## src/drive_status_defs.vh

```
// Register offsets, status bit positions, reset values and scaling constants of the drive status bank.
`ifndef DRIVE_STATUS_DEFS_VH
`define DRIVE_STATUS_DEFS_VH

// Byte offsets on the register port.
`define REG_STATUS_WORD     8'h00
`define REG_SCALED_READBACK 8'h04
`define REG_SERIAL_REF      8'h08
`define REG_FIELDBUS_REF    8'h0c
`define REG_NOM_FREQ        8'h10
`define REG_NOM_SPEED       8'h14
`define REG_REF_SELECT      8'h18
`define REG_DRIVE_CTRL      8'h1c
`define REG_RO_WRITES       8'h20

// Status word bit positions.
`define STAT_TORQUE_OFF     0
`define STAT_RUN_CMD        1
`define STAT_EMERGENCY      2
`define STAT_RESERVED3      3
`define STAT_QUICK_STOP     4
`define STAT_ALT_RAMP       5
`define STAT_CONFIG         6
`define STAT_ALARM          7
`define STAT_RUNNING        8
`define STAT_ENABLED        9
`define STAT_CLOCKWISE      10
`define STAT_INCHING        11
`define STAT_REMOTE         12
`define STAT_UNDERVOLTAGE   13
`define STAT_REG_AUTO       14
`define STAT_FAULT          15

// Drive control register field.
`define CTRL_ENABLE_REQ     0

// Reference source selection codes.
`define SEL_FIELDBUS        2'h0
`define SEL_SERIAL          2'h1
`define SEL_ANALOG          2'h2
`define SEL_PULSE           2'h3

// Reset values.
`define NOM_FREQ_RESET      16'h01f4
`define NOM_SPEED_RESET     16'h0000
`define REF_RESET           16'h0000
`define SEL_RESET           2'h0

// Speed code scaling: the unity code stands for the rated frequency.
`define SPEED_UNITY_CODE    16'h2000
`define SPEED_UNITY_SHIFT   13
`define SPEED_CODE_MAX      16'h7fff

`endif

```

## src/ref_source_mux.v

```verilog
// Reference source selector that conditions the analog and pulse inputs and picks the ramp input code.
`timescale 1ns/1ns
`include "drive_status_defs.vh"

module ref_source_mux #(
	parameter ANALOG_W = 12
) (
	input  wire                core_clk_in,
	input  wire                rst_in,
	input  wire [1:0]          sel_in,
	input  wire [15:0]         fieldbus_code_in,
	input  wire [15:0]         serial_code_in,
	input  wire [ANALOG_W-1:0] analog_level_in,
	input  wire [15:0]         pulse_rate_in,
	output reg  [15:0]         code_out
);

	// Analog full scale lands just under the unity code, so a full input asks for rated frequency.
	wire [15:0] analog_cond;
	// The pulse count is unsigned; clamping keeps it from wrapping into a reverse reference.
	wire [15:0] pulse_cond;
	reg  [15:0] code_next;

	assign analog_cond = {{(16 - ANALOG_W - 1){1'b0}}, analog_level_in, 1'b0};
	assign pulse_cond  = pulse_rate_in[15] ? `SPEED_CODE_MAX : pulse_rate_in;

	// Pick the source that the selection names.
	always @* begin
		case (sel_in)
			`SEL_FIELDBUS: code_next = fieldbus_code_in;
			`SEL_SERIAL:   code_next = serial_code_in;
			`SEL_ANALOG:   code_next = analog_cond;
			`SEL_PULSE:    code_next = pulse_cond;
			default:       code_next = `REF_RESET;
		endcase
	end

	// One register stage toward the ramp.
	always @(posedge core_clk_in) begin
		if (rst_in) begin
			code_out <= `REF_RESET;
		end else begin
			code_out <= code_next;
		end
	end

endmodule // ref_source_mux

```

## src/speed_code_scaler.v

```verilog
// Converter from a signed speed code to a signed frequency in the units of the rated frequency.
`timescale 1ns/1ns
`include "drive_status_defs.vh"

module speed_code_scaler (
	input  wire        core_clk_in,
	input  wire        rst_in,
	input  wire [15:0] code_in,
	input  wire [15:0] nom_freq_in,
	output reg  [19:0] freq_out
);

	wire        negative;
	wire [16:0] magnitude;
	wire [32:0] product;
	wire [19:0] quotient;
	wire [19:0] freq_next;

	// Work on the magnitude so that truncation goes toward zero in both directions.
	assign negative  = code_in[15];
	assign magnitude = negative ? (17'h00000 - {1'b1, code_in}) : {1'b0, code_in};
	// Multiply by the rated frequency, then divide by the unity code.
	assign product   = magnitude * nom_freq_in;
	assign quotient  = product[32:`SPEED_UNITY_SHIFT];
	assign freq_next = negative ? (20'h00000 - quotient) : quotient;

	// Registered result; the path above is one multiplier deep.
	always @(posedge core_clk_in) begin
		if (rst_in) begin
			freq_out <= 20'h00000;
		end else begin
			freq_out <= freq_next;
		end
	end

endmodule // speed_code_scaler

```

## src/drive_status_bank.v

```verilog
// Drive status word and speed reference register bank with scaling of the ramp reference.
//
// Operation
// - Conditioned analog or pulse input feeds the ramp when selected.
// - Network speed reference is a signed 16-bit two's-complement value.
// - Scaling base is rated motor frequency, not rated speed.
// - Code 8192 equals rated frequency; other codes scale linearly.
// - One shared 16-bit status word, read only; writes are ignored.
// - Bit 0 set while safe torque off locks the drive.
// - Bit 1 set while any run command is active.
// - Bit 2 set while emergency override mode is active.
// - Bit 4 set while quick stop is active.
// - Bit 5 set while the alternate ramp pair is in use.
// - Bit 6 set on incompatible settings; enabling is refused meanwhile.
// - Bit 7 set while the drive is in alarm state.
// - Bit 8 set while the motor runs per reference and command.
// - Bit 9 set while the drive is fully enabled.
// - Bit 10 set while the motor spins clockwise.
// - Bit 11 set while the inching function is active.
// - Bit 12 set in remote mode, clear in local mode.
// - Bit 13 set while undervoltage exists.
// - Bit 14 set while the closed loop regulator is automatic.
// - Bit 15 set while a fault is registered.
`timescale 1ns/1ns
`include "drive_status_defs.vh"

module drive_status_bank #(
	parameter ADDR_W   = 8,
	parameter ANALOG_W = 12
) (
	input  wire                core_clk_in,
	input  wire                rst_in,

	// Register port.
	input  wire [ADDR_W-1:0]   addr_in,
	input  wire [15:0]         wr_data_in,
	input  wire                wr_strobe_in,
	input  wire                rd_strobe_in,
	output reg  [15:0]         rd_data_out,

	// Drive conditions reported in the status word.
	input  wire                safe_torque_off_in,
	input  wire                run_cmd_in,
	input  wire                emergency_mode_in,
	input  wire                quick_stop_in,
	input  wire                alt_ramp_in,
	input  wire                config_status_in,
	input  wire                alarm_in,
	input  wire                running_in,
	input  wire                clockwise_in,
	input  wire                inching_function_in,
	input  wire                remote_mode_in,
	input  wire                undervoltage_in,
	input  wire                regulator_auto_in,
	input  wire                fault_in,

	// Reference sources after their front ends.
	input  wire [ANALOG_W-1:0] analog_level_in,
	input  wire [15:0]         pulse_rate_in,

	// Results toward the rest of the drive.
	output reg  [15:0]         status_word_out,
	output reg                 drive_enable_out,
	output wire [15:0]         ramp_code_out,
	output wire [19:0]         ramp_freq_out
);

	// Software-visible registers.
	reg  [15:0] serial_ref_reg;
	reg  [15:0] serial_ref_next;
	reg  [15:0] fieldbus_ref_reg;
	reg  [15:0] fieldbus_ref_next;
	reg  [15:0] nom_freq_reg;
	reg  [15:0] nom_freq_next;
	reg  [15:0] nom_speed_reg;
	reg  [15:0] nom_speed_next;
	reg  [1:0]  ref_sel_reg;
	reg  [1:0]  ref_sel_next;
	reg         enable_req_reg;
	reg         enable_req_next;
	reg  [15:0] ro_writes_reg;
	reg  [15:0] ro_writes_next;

	// Internal state and read path.
	reg         drive_enable_next;
	reg  [15:0] status_word_next;
	reg  [15:0] rd_data_next;
	wire        wr_status;
	wire        wr_readback;
	wire        wr_ro;

	// Address compare shared by the write and the read decode.
	function hit;
		input [ADDR_W-1:0] addr;
		input [7:0]        offset;
		begin
			hit = (addr == offset[ADDR_W-1:0]);
		end
	endfunction

	// Writes aimed at the status word or the scaled readback are counted, never stored.
	assign wr_status   = wr_strobe_in & hit(addr_in, `REG_STATUS_WORD);
	assign wr_readback = wr_strobe_in & hit(addr_in, `REG_SCALED_READBACK);
	assign wr_ro       = wr_status | wr_readback;

	// Write decode for the writable registers.
	always @* begin
		serial_ref_next   = serial_ref_reg;
		fieldbus_ref_next = fieldbus_ref_reg;
		nom_freq_next     = nom_freq_reg;
		nom_speed_next    = nom_speed_reg;
		ref_sel_next      = ref_sel_reg;
		enable_req_next   = enable_req_reg;
		ro_writes_next    = ro_writes_reg;
		if (wr_strobe_in) begin
			if (hit(addr_in, `REG_SERIAL_REF)) begin
				serial_ref_next = wr_data_in;
			end
			if (hit(addr_in, `REG_FIELDBUS_REF)) begin
				fieldbus_ref_next = wr_data_in;
			end
			if (hit(addr_in, `REG_NOM_FREQ)) begin
				nom_freq_next = wr_data_in;
			end
			if (hit(addr_in, `REG_NOM_SPEED)) begin
				nom_speed_next = wr_data_in;
			end
			if (hit(addr_in, `REG_REF_SELECT)) begin
				ref_sel_next = wr_data_in[1:0];
			end
			if (hit(addr_in, `REG_DRIVE_CTRL)) begin
				enable_req_next = wr_data_in[`CTRL_ENABLE_REQ];
			end
		end
		// The counter saturates so a stuck master cannot wrap it back to zero.
		if (wr_ro && (ro_writes_reg != 16'hffff)) begin
			ro_writes_next = ro_writes_reg + 16'h0001;
		end
	end

	// The grant follows the request but is dropped and held off while settings conflict.
	always @* begin
		drive_enable_next = enable_req_reg & ~config_status_in;
	end

	// Status word assembly; every bit but reserved bit 3 and bit 9, the registered enable grant, is a plain level of the drive condition.
	always @* begin
		status_word_next                     = 16'h0000;
		status_word_next[`STAT_TORQUE_OFF]   = safe_torque_off_in;
		status_word_next[`STAT_RUN_CMD]      = run_cmd_in;
		status_word_next[`STAT_EMERGENCY]    = emergency_mode_in;
		status_word_next[`STAT_RESERVED3]    = 1'b0;
		status_word_next[`STAT_QUICK_STOP]   = quick_stop_in;
		status_word_next[`STAT_ALT_RAMP]     = alt_ramp_in;
		status_word_next[`STAT_CONFIG]       = config_status_in;
		status_word_next[`STAT_ALARM]        = alarm_in;
		status_word_next[`STAT_RUNNING]      = running_in;
		status_word_next[`STAT_ENABLED]      = drive_enable_out;
		status_word_next[`STAT_CLOCKWISE]    = clockwise_in;
		status_word_next[`STAT_INCHING]      = inching_function_in;
		status_word_next[`STAT_REMOTE]       = remote_mode_in;
		status_word_next[`STAT_UNDERVOLTAGE] = undervoltage_in;
		status_word_next[`STAT_REG_AUTO]     = regulator_auto_in;
		status_word_next[`STAT_FAULT]        = fault_in;
	end

	// Read decode; data stand only in the cycle after the strobe, unmapped reads give zero.
	always @* begin
		rd_data_next = 16'h0000;
		if (rd_strobe_in) begin
			if (hit(addr_in, `REG_STATUS_WORD)) begin
				rd_data_next = status_word_out;
			end
			if (hit(addr_in, `REG_SCALED_READBACK)) begin
				rd_data_next = ramp_code_out;
			end
			if (hit(addr_in, `REG_SERIAL_REF)) begin
				rd_data_next = serial_ref_reg;
			end
			if (hit(addr_in, `REG_FIELDBUS_REF)) begin
				rd_data_next = fieldbus_ref_reg;
			end
			if (hit(addr_in, `REG_NOM_FREQ)) begin
				rd_data_next = nom_freq_reg;
			end
			if (hit(addr_in, `REG_NOM_SPEED)) begin
				rd_data_next = nom_speed_reg;
			end
			if (hit(addr_in, `REG_REF_SELECT)) begin
				rd_data_next = {14'h0000, ref_sel_reg};
			end
			if (hit(addr_in, `REG_DRIVE_CTRL)) begin
				rd_data_next = {15'h0000, enable_req_reg};
			end
			if (hit(addr_in, `REG_RO_WRITES)) begin
				rd_data_next = ro_writes_reg;
			end
		end
	end

	// All state registers of the bank.
	always @(posedge core_clk_in) begin
		if (rst_in) begin
			serial_ref_reg   <= `REF_RESET;
			fieldbus_ref_reg <= `REF_RESET;
			nom_freq_reg     <= `NOM_FREQ_RESET;
			nom_speed_reg    <= `NOM_SPEED_RESET;
			ref_sel_reg      <= `SEL_RESET;
			enable_req_reg   <= 1'b0;
			ro_writes_reg    <= 16'h0000;
			drive_enable_out <= 1'b0;
			status_word_out  <= 16'h0000;
			rd_data_out      <= 16'h0000;
		end else begin
			serial_ref_reg   <= serial_ref_next;
			fieldbus_ref_reg <= fieldbus_ref_next;
			nom_freq_reg     <= nom_freq_next;
			nom_speed_reg    <= nom_speed_next;
			ref_sel_reg      <= ref_sel_next;
			enable_req_reg   <= enable_req_next;
			ro_writes_reg    <= ro_writes_next;
			drive_enable_out <= drive_enable_next;
			status_word_out  <= status_word_next;
			rd_data_out      <= rd_data_next;
		end
	end

	// Source selection and conditioning toward the ramp input.
	ref_source_mux #(
		.ANALOG_W         (ANALOG_W)
	) u_ref_source_mux (
		.core_clk_in      (core_clk_in),
		.rst_in           (rst_in),
		.sel_in           (ref_sel_reg),
		.fieldbus_code_in (fieldbus_ref_reg),
		.serial_code_in   (serial_ref_reg),
		.analog_level_in  (analog_level_in),
		.pulse_rate_in    (pulse_rate_in),
		.code_out         (ramp_code_out)
	);

	// The rated speed register is deliberately not wired here; only the rated frequency sets the scale.
	speed_code_scaler u_speed_code_scaler (
		.core_clk_in (core_clk_in),
		.rst_in      (rst_in),
		.code_in     (ramp_code_out),
		.nom_freq_in (nom_freq_reg),
		.freq_out    (ramp_freq_out)
	);

endmodule // drive_status_bank

```

## config.mk

```make
export PLATFORM = sky130hd
export DESIGN_NAME = drive_status_bank
export DESIGN_NICKNAME = d
export VERILOG_FILES = /design/src/ref_source_mux.v /design/src/speed_code_scaler.v /design/src/drive_status_bank.v
export VERILOG_INCLUDE_DIRS = /design/src
export SDC_FILE = /design/constraint.sdc
export NUM_CORES = 1
export LEC_CHECK = 0
export BUFFER_PORTS_ARGS = -buffer_cell sky130_fd_sc_hd__buf_2
export CAP_MARGIN = 20
export CORE_UTILIZATION = 45
export DETAILED_ROUTE_END_ITERATION = 8
export SYNTH_ARGS = -nofsm -noshare
export SYNTH_HDL_FRONTEND = slang
export SYNTH_HIERARCHICAL = 1
export SYNTH_SLANG_ARGS = --single-unit
```

## constraint.sdc

```tcl
create_clock -name core_clk_in -period 9.9 [get_ports core_clk_in]
set_input_delay 1.485 -clock core_clk_in [delete_from_list [all_inputs] [get_ports core_clk_in]]
set_output_delay 1.485 -clock core_clk_in [all_outputs]
set_load 0.01 [all_outputs]
```

== After elaboration in Yosys (flattened, before gate mapping) ==
Index checks and enable logic that the tools add are counted.

* Bits in registers: 152
* Bits of input ports: 70
* Output and inout bits: 69
* Word-level logic and storage cells: 58

* Add/subtract/negate cells: 3
* Multipliers: 1
* Equality and inequality tests: 12
* Multiplexer cells: 13
* Bitwise logic cells: 6
* Reductions and logical operators: 10

{| class="wikitable"
|+ Operators by type and width
! cell !! number
|-
| two-way mux 16 bit || 9
|-
| one-hot mux 16 bit (4 select lines) || 1
|-
| multiplier 17 x 16 -> 33 bit || 1
|-
| == test 8 x 5 -> 1 bit (second input constant) || 4
|-
| two-way mux 20 bit || 1
|-
| subtractor 1 x 20 -> 20 bit (first input constant) || 1
|-
| two-way mux 17 bit || 1
|-
| subtractor 1 x 17 -> 17 bit (first input constant) || 1
|-
| adder 16 x 1 -> 16 bit (second input constant) || 1
|-
| == test 8 x 4 -> 1 bit (second input constant) || 2
|-
| != test 16 bit (second input constant) || 1
|-
| two-way mux 15 bit || 1
|-
| AND reduction 2 bit || 6
|-
| == test 8 x 3 -> 1 bit (second input constant) || 1
|-
| == test 8 x 6 -> 1 bit (second input constant) || 1
|-
| zero test 8 bit || 1
|-
| == test 2 bit (second input constant) || 2
|-
| bitwise AND 1 bit || 3
|-
| == test 2 x 1 -> 1 bit (second input constant) || 1
|-
| zero test 2 bit || 1
|-
| inverter 1 bit || 2
|-
| OR reduction 2 bit || 1
|-
| logical AND 1 bit || 1
|-
| OR 1 bit || 1
|}

== Longest topological paths before layout ==
* Word-level depth: 10
* Depth in mapped cells: 33
* Gate-level depth less buffers: 30

== By module ==
The synthesis kept the hierarchy.

{| class="wikitable"
|+ By module, submodules not included
! module !! instances !! cells each !! area each (µm²) !! sequential area each (µm²)
|-
| speed_code_scaler || 1 || 1210 || 10401.2 || 400.4
|-
| drive_status_bank || 1 || 577 || 5280.1 || 2302.2
|-
| ref_source_mux || 1 || 89 || 963.4 || 320.3
|}

== Least setup slack after synthesis ==
OpenSTA, ideal clock, no wires.

* Path kind: reg2reg
* From: register u_ref_source_mux.code_out[4]
* To: register u_speed_code_scaler.freq_out[13]
* Setup time: 118 ps
* Data arrival time: 8197 ps
* Data required time: 9782 ps
* Path slack: 1585 ps
* Stages on the path, launching flop included: 26
* Path buffers: 1
* Clock period less this slack: 8315 ps
* Cell sequence: dfxtp_1 -> or4_1 -> or3_1 -> or4_1 -> nor4_1 -> clkbuf_1 -> nand2_1 -> fa_1 -> fa_1 -> inv_1 -> fa_1 -> fa_1 -> fa_1 -> inv_1 -> fa_1 -> inv_1 -> ha_1 -> a211oi_1 -> o21ai_0 -> a31o_2 -> o21bai_1 -> o21bai_1 -> o211ai_1 -> or4b_1 -> o31a_1 -> mux2i_1

* Longest elaborated chain between the ends: 5

{| class="wikitable"
|+ RTL lines
! item !! RTL line !! text
|-
| from (decl) || ref_source_mux.v:15 || <nowiki>output reg [15:0] code_out</nowiki>
|-
| from (signal assigned) || ref_source_mux.v:41 || <nowiki>code_out <= `REF_RESET;</nowiki>
|-
| from (signal assigned) || ref_source_mux.v:43 || <nowiki>code_out <= code_next;</nowiki>
|-
| subtractor 1 x 17 -> 17 bit || speed_code_scaler.v:21 || <nowiki>assign magnitude = negative ? (17'h00000 - {1'b1, code_in}) : {1'b0, code_in};</nowiki>
|-
| two-way mux 17 bit (*) || speed_code_scaler.v:21 ||
|-
| multiplier 17 x 16 -> 33 bit (*) || speed_code_scaler.v:23 || <nowiki>assign product = magnitude * nom_freq_in;</nowiki>
|-
| subtractor 1 x 20 -> 20 bit || speed_code_scaler.v:25 || <nowiki>assign freq_next = negative ? (20'h00000 - quotient) : quotient;</nowiki>
|-
| two-way mux 20 bit (*) || speed_code_scaler.v:25 ||
|-
| to (signal assigned) || speed_code_scaler.v:32 || <nowiki>freq_out <= freq_next;</nowiki>
|-
| to (decl) || speed_code_scaler.v:10 || <nowiki>output reg [19:0] freq_out</nowiki>
|}

Mark *: on every way between the ends. The rest lies on a longest branch, timed or not.
A chain may end at the register's enable or synchronous reset.

== Final worst setup path ==
* From: register u_ref_source_mux.code_out[0]
* To: register u_speed_code_scaler.freq_out[17]

The elaborated chain is that of the path after synthesis.

==> run summary <==
Of the total synthesized cell area, the portion taken by XOR and XNOR cells is 0.01729. The final setup violation count is 0. Once detail routing completed, the nets flagged for antenna violations numbered 0. The number of clock sinks seen by CTS is 151. By area, the combinational part of the netlist is dominated by adder cells. The fraction of layout instances using a drive strength above 1 is 0.1374. The worst-case clock skew is 10.62 ps. At the end of the flow, the number of nets in the layout was 2356.

The count of hold-fix buffers inserted at cts is 0. The overflow left after global routing came out at 0. The hold violation count in the final report is 0. The register with the most flip-flops is u_speed_code_scaler/freq_out. The largest fanout on the critical path came out at 19. The sort of element at the end of the critical path is a register. In the final timing run, aggregate negative setup slack is 0 ps. Of the total power, the share spent switching nets is 0.2772. The cell seen most often among critical-path stages is fa_1.

The flow ran to the end, and the final reports show no timing, DRC or antenna violations. The highest clock rate is 111.8 MHz. The post-placement worst setup slack is 1006 ps. Of the total synthesized cell area, the portion taken by AND, OR, NAND and NOR gates is 0.2143. The worst setup path is launched from a register.

The floorplan step set the die width to 194.3 µm. The critical setup path kind is reg -> reg. The worst-case IR drop observed on VDD is 0.1310 mV. STA puts the critical path data required time at 10220 ps. The flip-flop count of the largest register, all copies and words added came out at 20. The core region is 36520 µm².

The overall power of the completed layout is 1456 µW. The number of antenna violations at the first check in global routing is 2. The synthesized area is 16640 µm². In the routed design, unresolved DRC markers number 0. The compound-gate portion of the synthesized area is 0.1213.

The power density of the placed cells came out at 79.28 nW/µm². The final worst slack came out at 956.9 ps. The total clock buffers created by CTS came out at 17. The detailed-routing iteration count for the pre-antenna-repair pass is 5. In this run the vertical extent of the chip is 194.3 µm. The most used flip-flop cell after synthesis is dfxtp_1. For this design the total switching power over the nets is 403.8 µW.

The worst hold path class is reg -> reg. The number of warning messages in the yosys log came out at 6. After legalization and detailed placement, the total HPWL measured 36090 µm. The area growth from synthesis to layout is 10.37%. The number of global-route vias before repair was 13720. The clock latency on the worst-skew pair came out at 440 ps. The routed design has 46770 µm of wire. For this run, the total global-route usage over all layers was measured as 0.2557.

The first global-routing pass estimated 76110 µm of wire. 0 antenna diodes ended up in the layout. The total count of max-transition violations in the final report is 0. The share of total power dissipated in combinational logic is 0.093. The fraction of the mapped netlist area in adder cells came out at 0.3279.

The synthesized flop and latch total is 151. The die covers 37760 µm². The clock transition at the registers of the reported paths came out at 70 ps. The final clock period utilization by the worst path is 0.9033.

The static power due to leakage came out at 0.008528 µW. The number of enable flip-flop cells after synthesis came out at 0. The critical path arrival came out at 9270 ps.

The library cell used as clock root buffer is clkbuf_16. Setup repair after global routing left no endpoint under its margin. The number of DRC markers after the initial detailed-route iteration came out at 912. The number of vias per cell after detailed routing came out at 5.648. The maximum buffer depth of the clock tree is 2.

The critical path's slowest cell is nor4b_2. For the finished layout, the period the worst path requires is 8943 ps. The number of port buffers came out at 137. For this run, asynchronously set or reset flops after synthesis account for 0. The H-tree was split into 4 levels.

The mux cell area share after synthesis is 0.05578. The synthesized netlist contains 94 unique library cells. The routability congestion estimate came out at 0.8894.

The initial core utilization came out at 0.4557. The detailed-route wire length per cell is 19.05 µm. The total of max-cap violations came out at 0.

The maximum number of pins on one net before global-route repair came out at 72. The post-cts gate resize count came out at 0. The number of ports placed on the die boundary came out at 139. The sequential cell area fraction in the yosys report is 0.1816. The power share of the sequential group came out at 0.425.

The clock network fraction of total power is 0.482. The internal portion of the total power is 1053 µW. The worst relative slew slack came out at 0.2332. Row generation in the floorplan step produced 70 rows. The number of post-CTS setup repair buffers came out at 0. The clock tree from TritonCTS is built. The slew at the pin closest to its max-slew limit came out at 1150 ps.

The average cell area after synthesis is 8.872 µm². The detailed-route via count is 13870. The critical path's largest stage delay is 660 ps.

The post-synthesis instance total came out at 1876.
routing by layer:
| layer | global-route usage | up-vias | part of all wire |
|---|---|---|---|
| li1 | - | 6422 | - |
| met1 | 0.3601 | 6959 | 0.45 |
| met2 | 0.4069 | 421 | 0.47 |
| met3 | 0.03557 | 59 | 0.056 |
| met4 | 0.07819 | 4 | 0.021 |
| met5 | 0 | - | 0.00049 |
power by group through the flow:
| stage | clock [µW] | sequential [µW] | combinational, µW |
|---|---|---|---|
| global route | 735 | 619 | 150 |
| CTS | 712 | 618 | 135 |
| detailed placement | 0 | 633 | 134 |
| floorplan | 0 | 634 | 79.9 |
| global placement | 0 | 632 | 133 |
| finish | 702 | 618 | 136 |
critical path: cells and delay by family (launching register included):
kind            cells  cell delay, ps
mux                 1             330
flops               1             300
simple gates        8            2670
compound gates      5            1210
fa+ha+maj           7            3500
xor+xnor            1             170
buf+inv             6             620
cell usage in the layout (no fill, tap or decap), types with 8 or more instances in the layout:
master       n
buf_2      136
nor2_1      90
or3_1        8
clkbuf_16   17
nand3_1     37
or4_1       10
a32o_1      13
conb_1      17
nor2b_1     20
o32ai_2     11
a21o_1       8
buf_4       27
or2_2       11
o211ai_2     8
and3_1       9
a21oi_1     65
o211ai_1    23
nor3_1      14
xnor2_1     22
and2_1     125
nor3b_1     18
nand4_1     17
inv_1      241
o21ai_0     30
fa_1       207
o41ai_1      9
o311ai_0     8
nand2_1    259
ha_1       105
xor2_1       9
o31ai_1     12
dfxtp_1    151
nand2b_1    22
a211oi_1     8
mux2i_1     71
mux2_2      16
cell type report:
class                           instances  area [µm²]
Tap cell                              468       585.6
Inverter                              241       904.6
Clock inverter                         15       203.9
Sequential cell                       151        3023
Multi-Input combinational cell       1400       12340
Clock buffer                           17       425.4
Timing Repair Buffer                  163       883.3
Fill cell                            3467       18150
final timing paths:
path | startpoint | depth (start not counted) | to | slack [ps]
hold reg to reg | nom_speed_reg[10] | 2 | nom_speed_reg[10] | 450
setup reg to reg | u_ref_source_mux/code_out[0] | 28 | u_speed_code_scaler/freq_out[17] | 960
hold / removal | nom_speed_reg[10] | 2 | nom_speed_reg[10] | 450
setup / recovery | u_ref_source_mux/code_out[0] | 28 | u_speed_code_scaler/freq_out[17] | 960
logic make-up after synthesis:
kind of cell,count (synthesis)
other,3
AND/OR/NAND/NOR,687
multiplexers,90
adder cells (fa/ha/maj),312
flip-flops,151
AO/OA/AOI/OAI,262
buffers and inverters,339
XOR/XNOR,32
cell usage after synthesis (all sizes together) (19+ instances only):
master | number | area share
nand3 | 37 | 0.011
xnor2 | 23 | 0.013
clkbuf | 74 | 0.017
nand4 | 20 | 0.0092
and2 | 125 | 0.047
o21ai | 32 | 0.0096
nor2 | 90 | 0.020
fa | 207 | 0.25
dfxtp | 151 | 0.18
a21oi | 66 | 0.020
ha | 105 | 0.079
mux2 | 19 | 0.013
o211ai | 31 | 0.016
mux2i | 71 | 0.043
inv | 241 | 0.054
nor2b | 20 | 0.0075
buf | 24 | 0.010
nand2b | 23 | 0.0091
nand2 | 259 | 0.058
metrics by stage:
stage	util	instance area [µm²]	hold WS [ps]	std cells
floorplan	-	16700	426.7	1890
global placement	0.4857	17740	433.5	2423
detailed placement	0.4857	17740	439.4	2423
CTS	0.5030	18370	449.5	2455
global route	0.5030	18370	470.6	2455
finish	0.5030	18370	448.1	2455
Power figures use the tool's default switching activity.
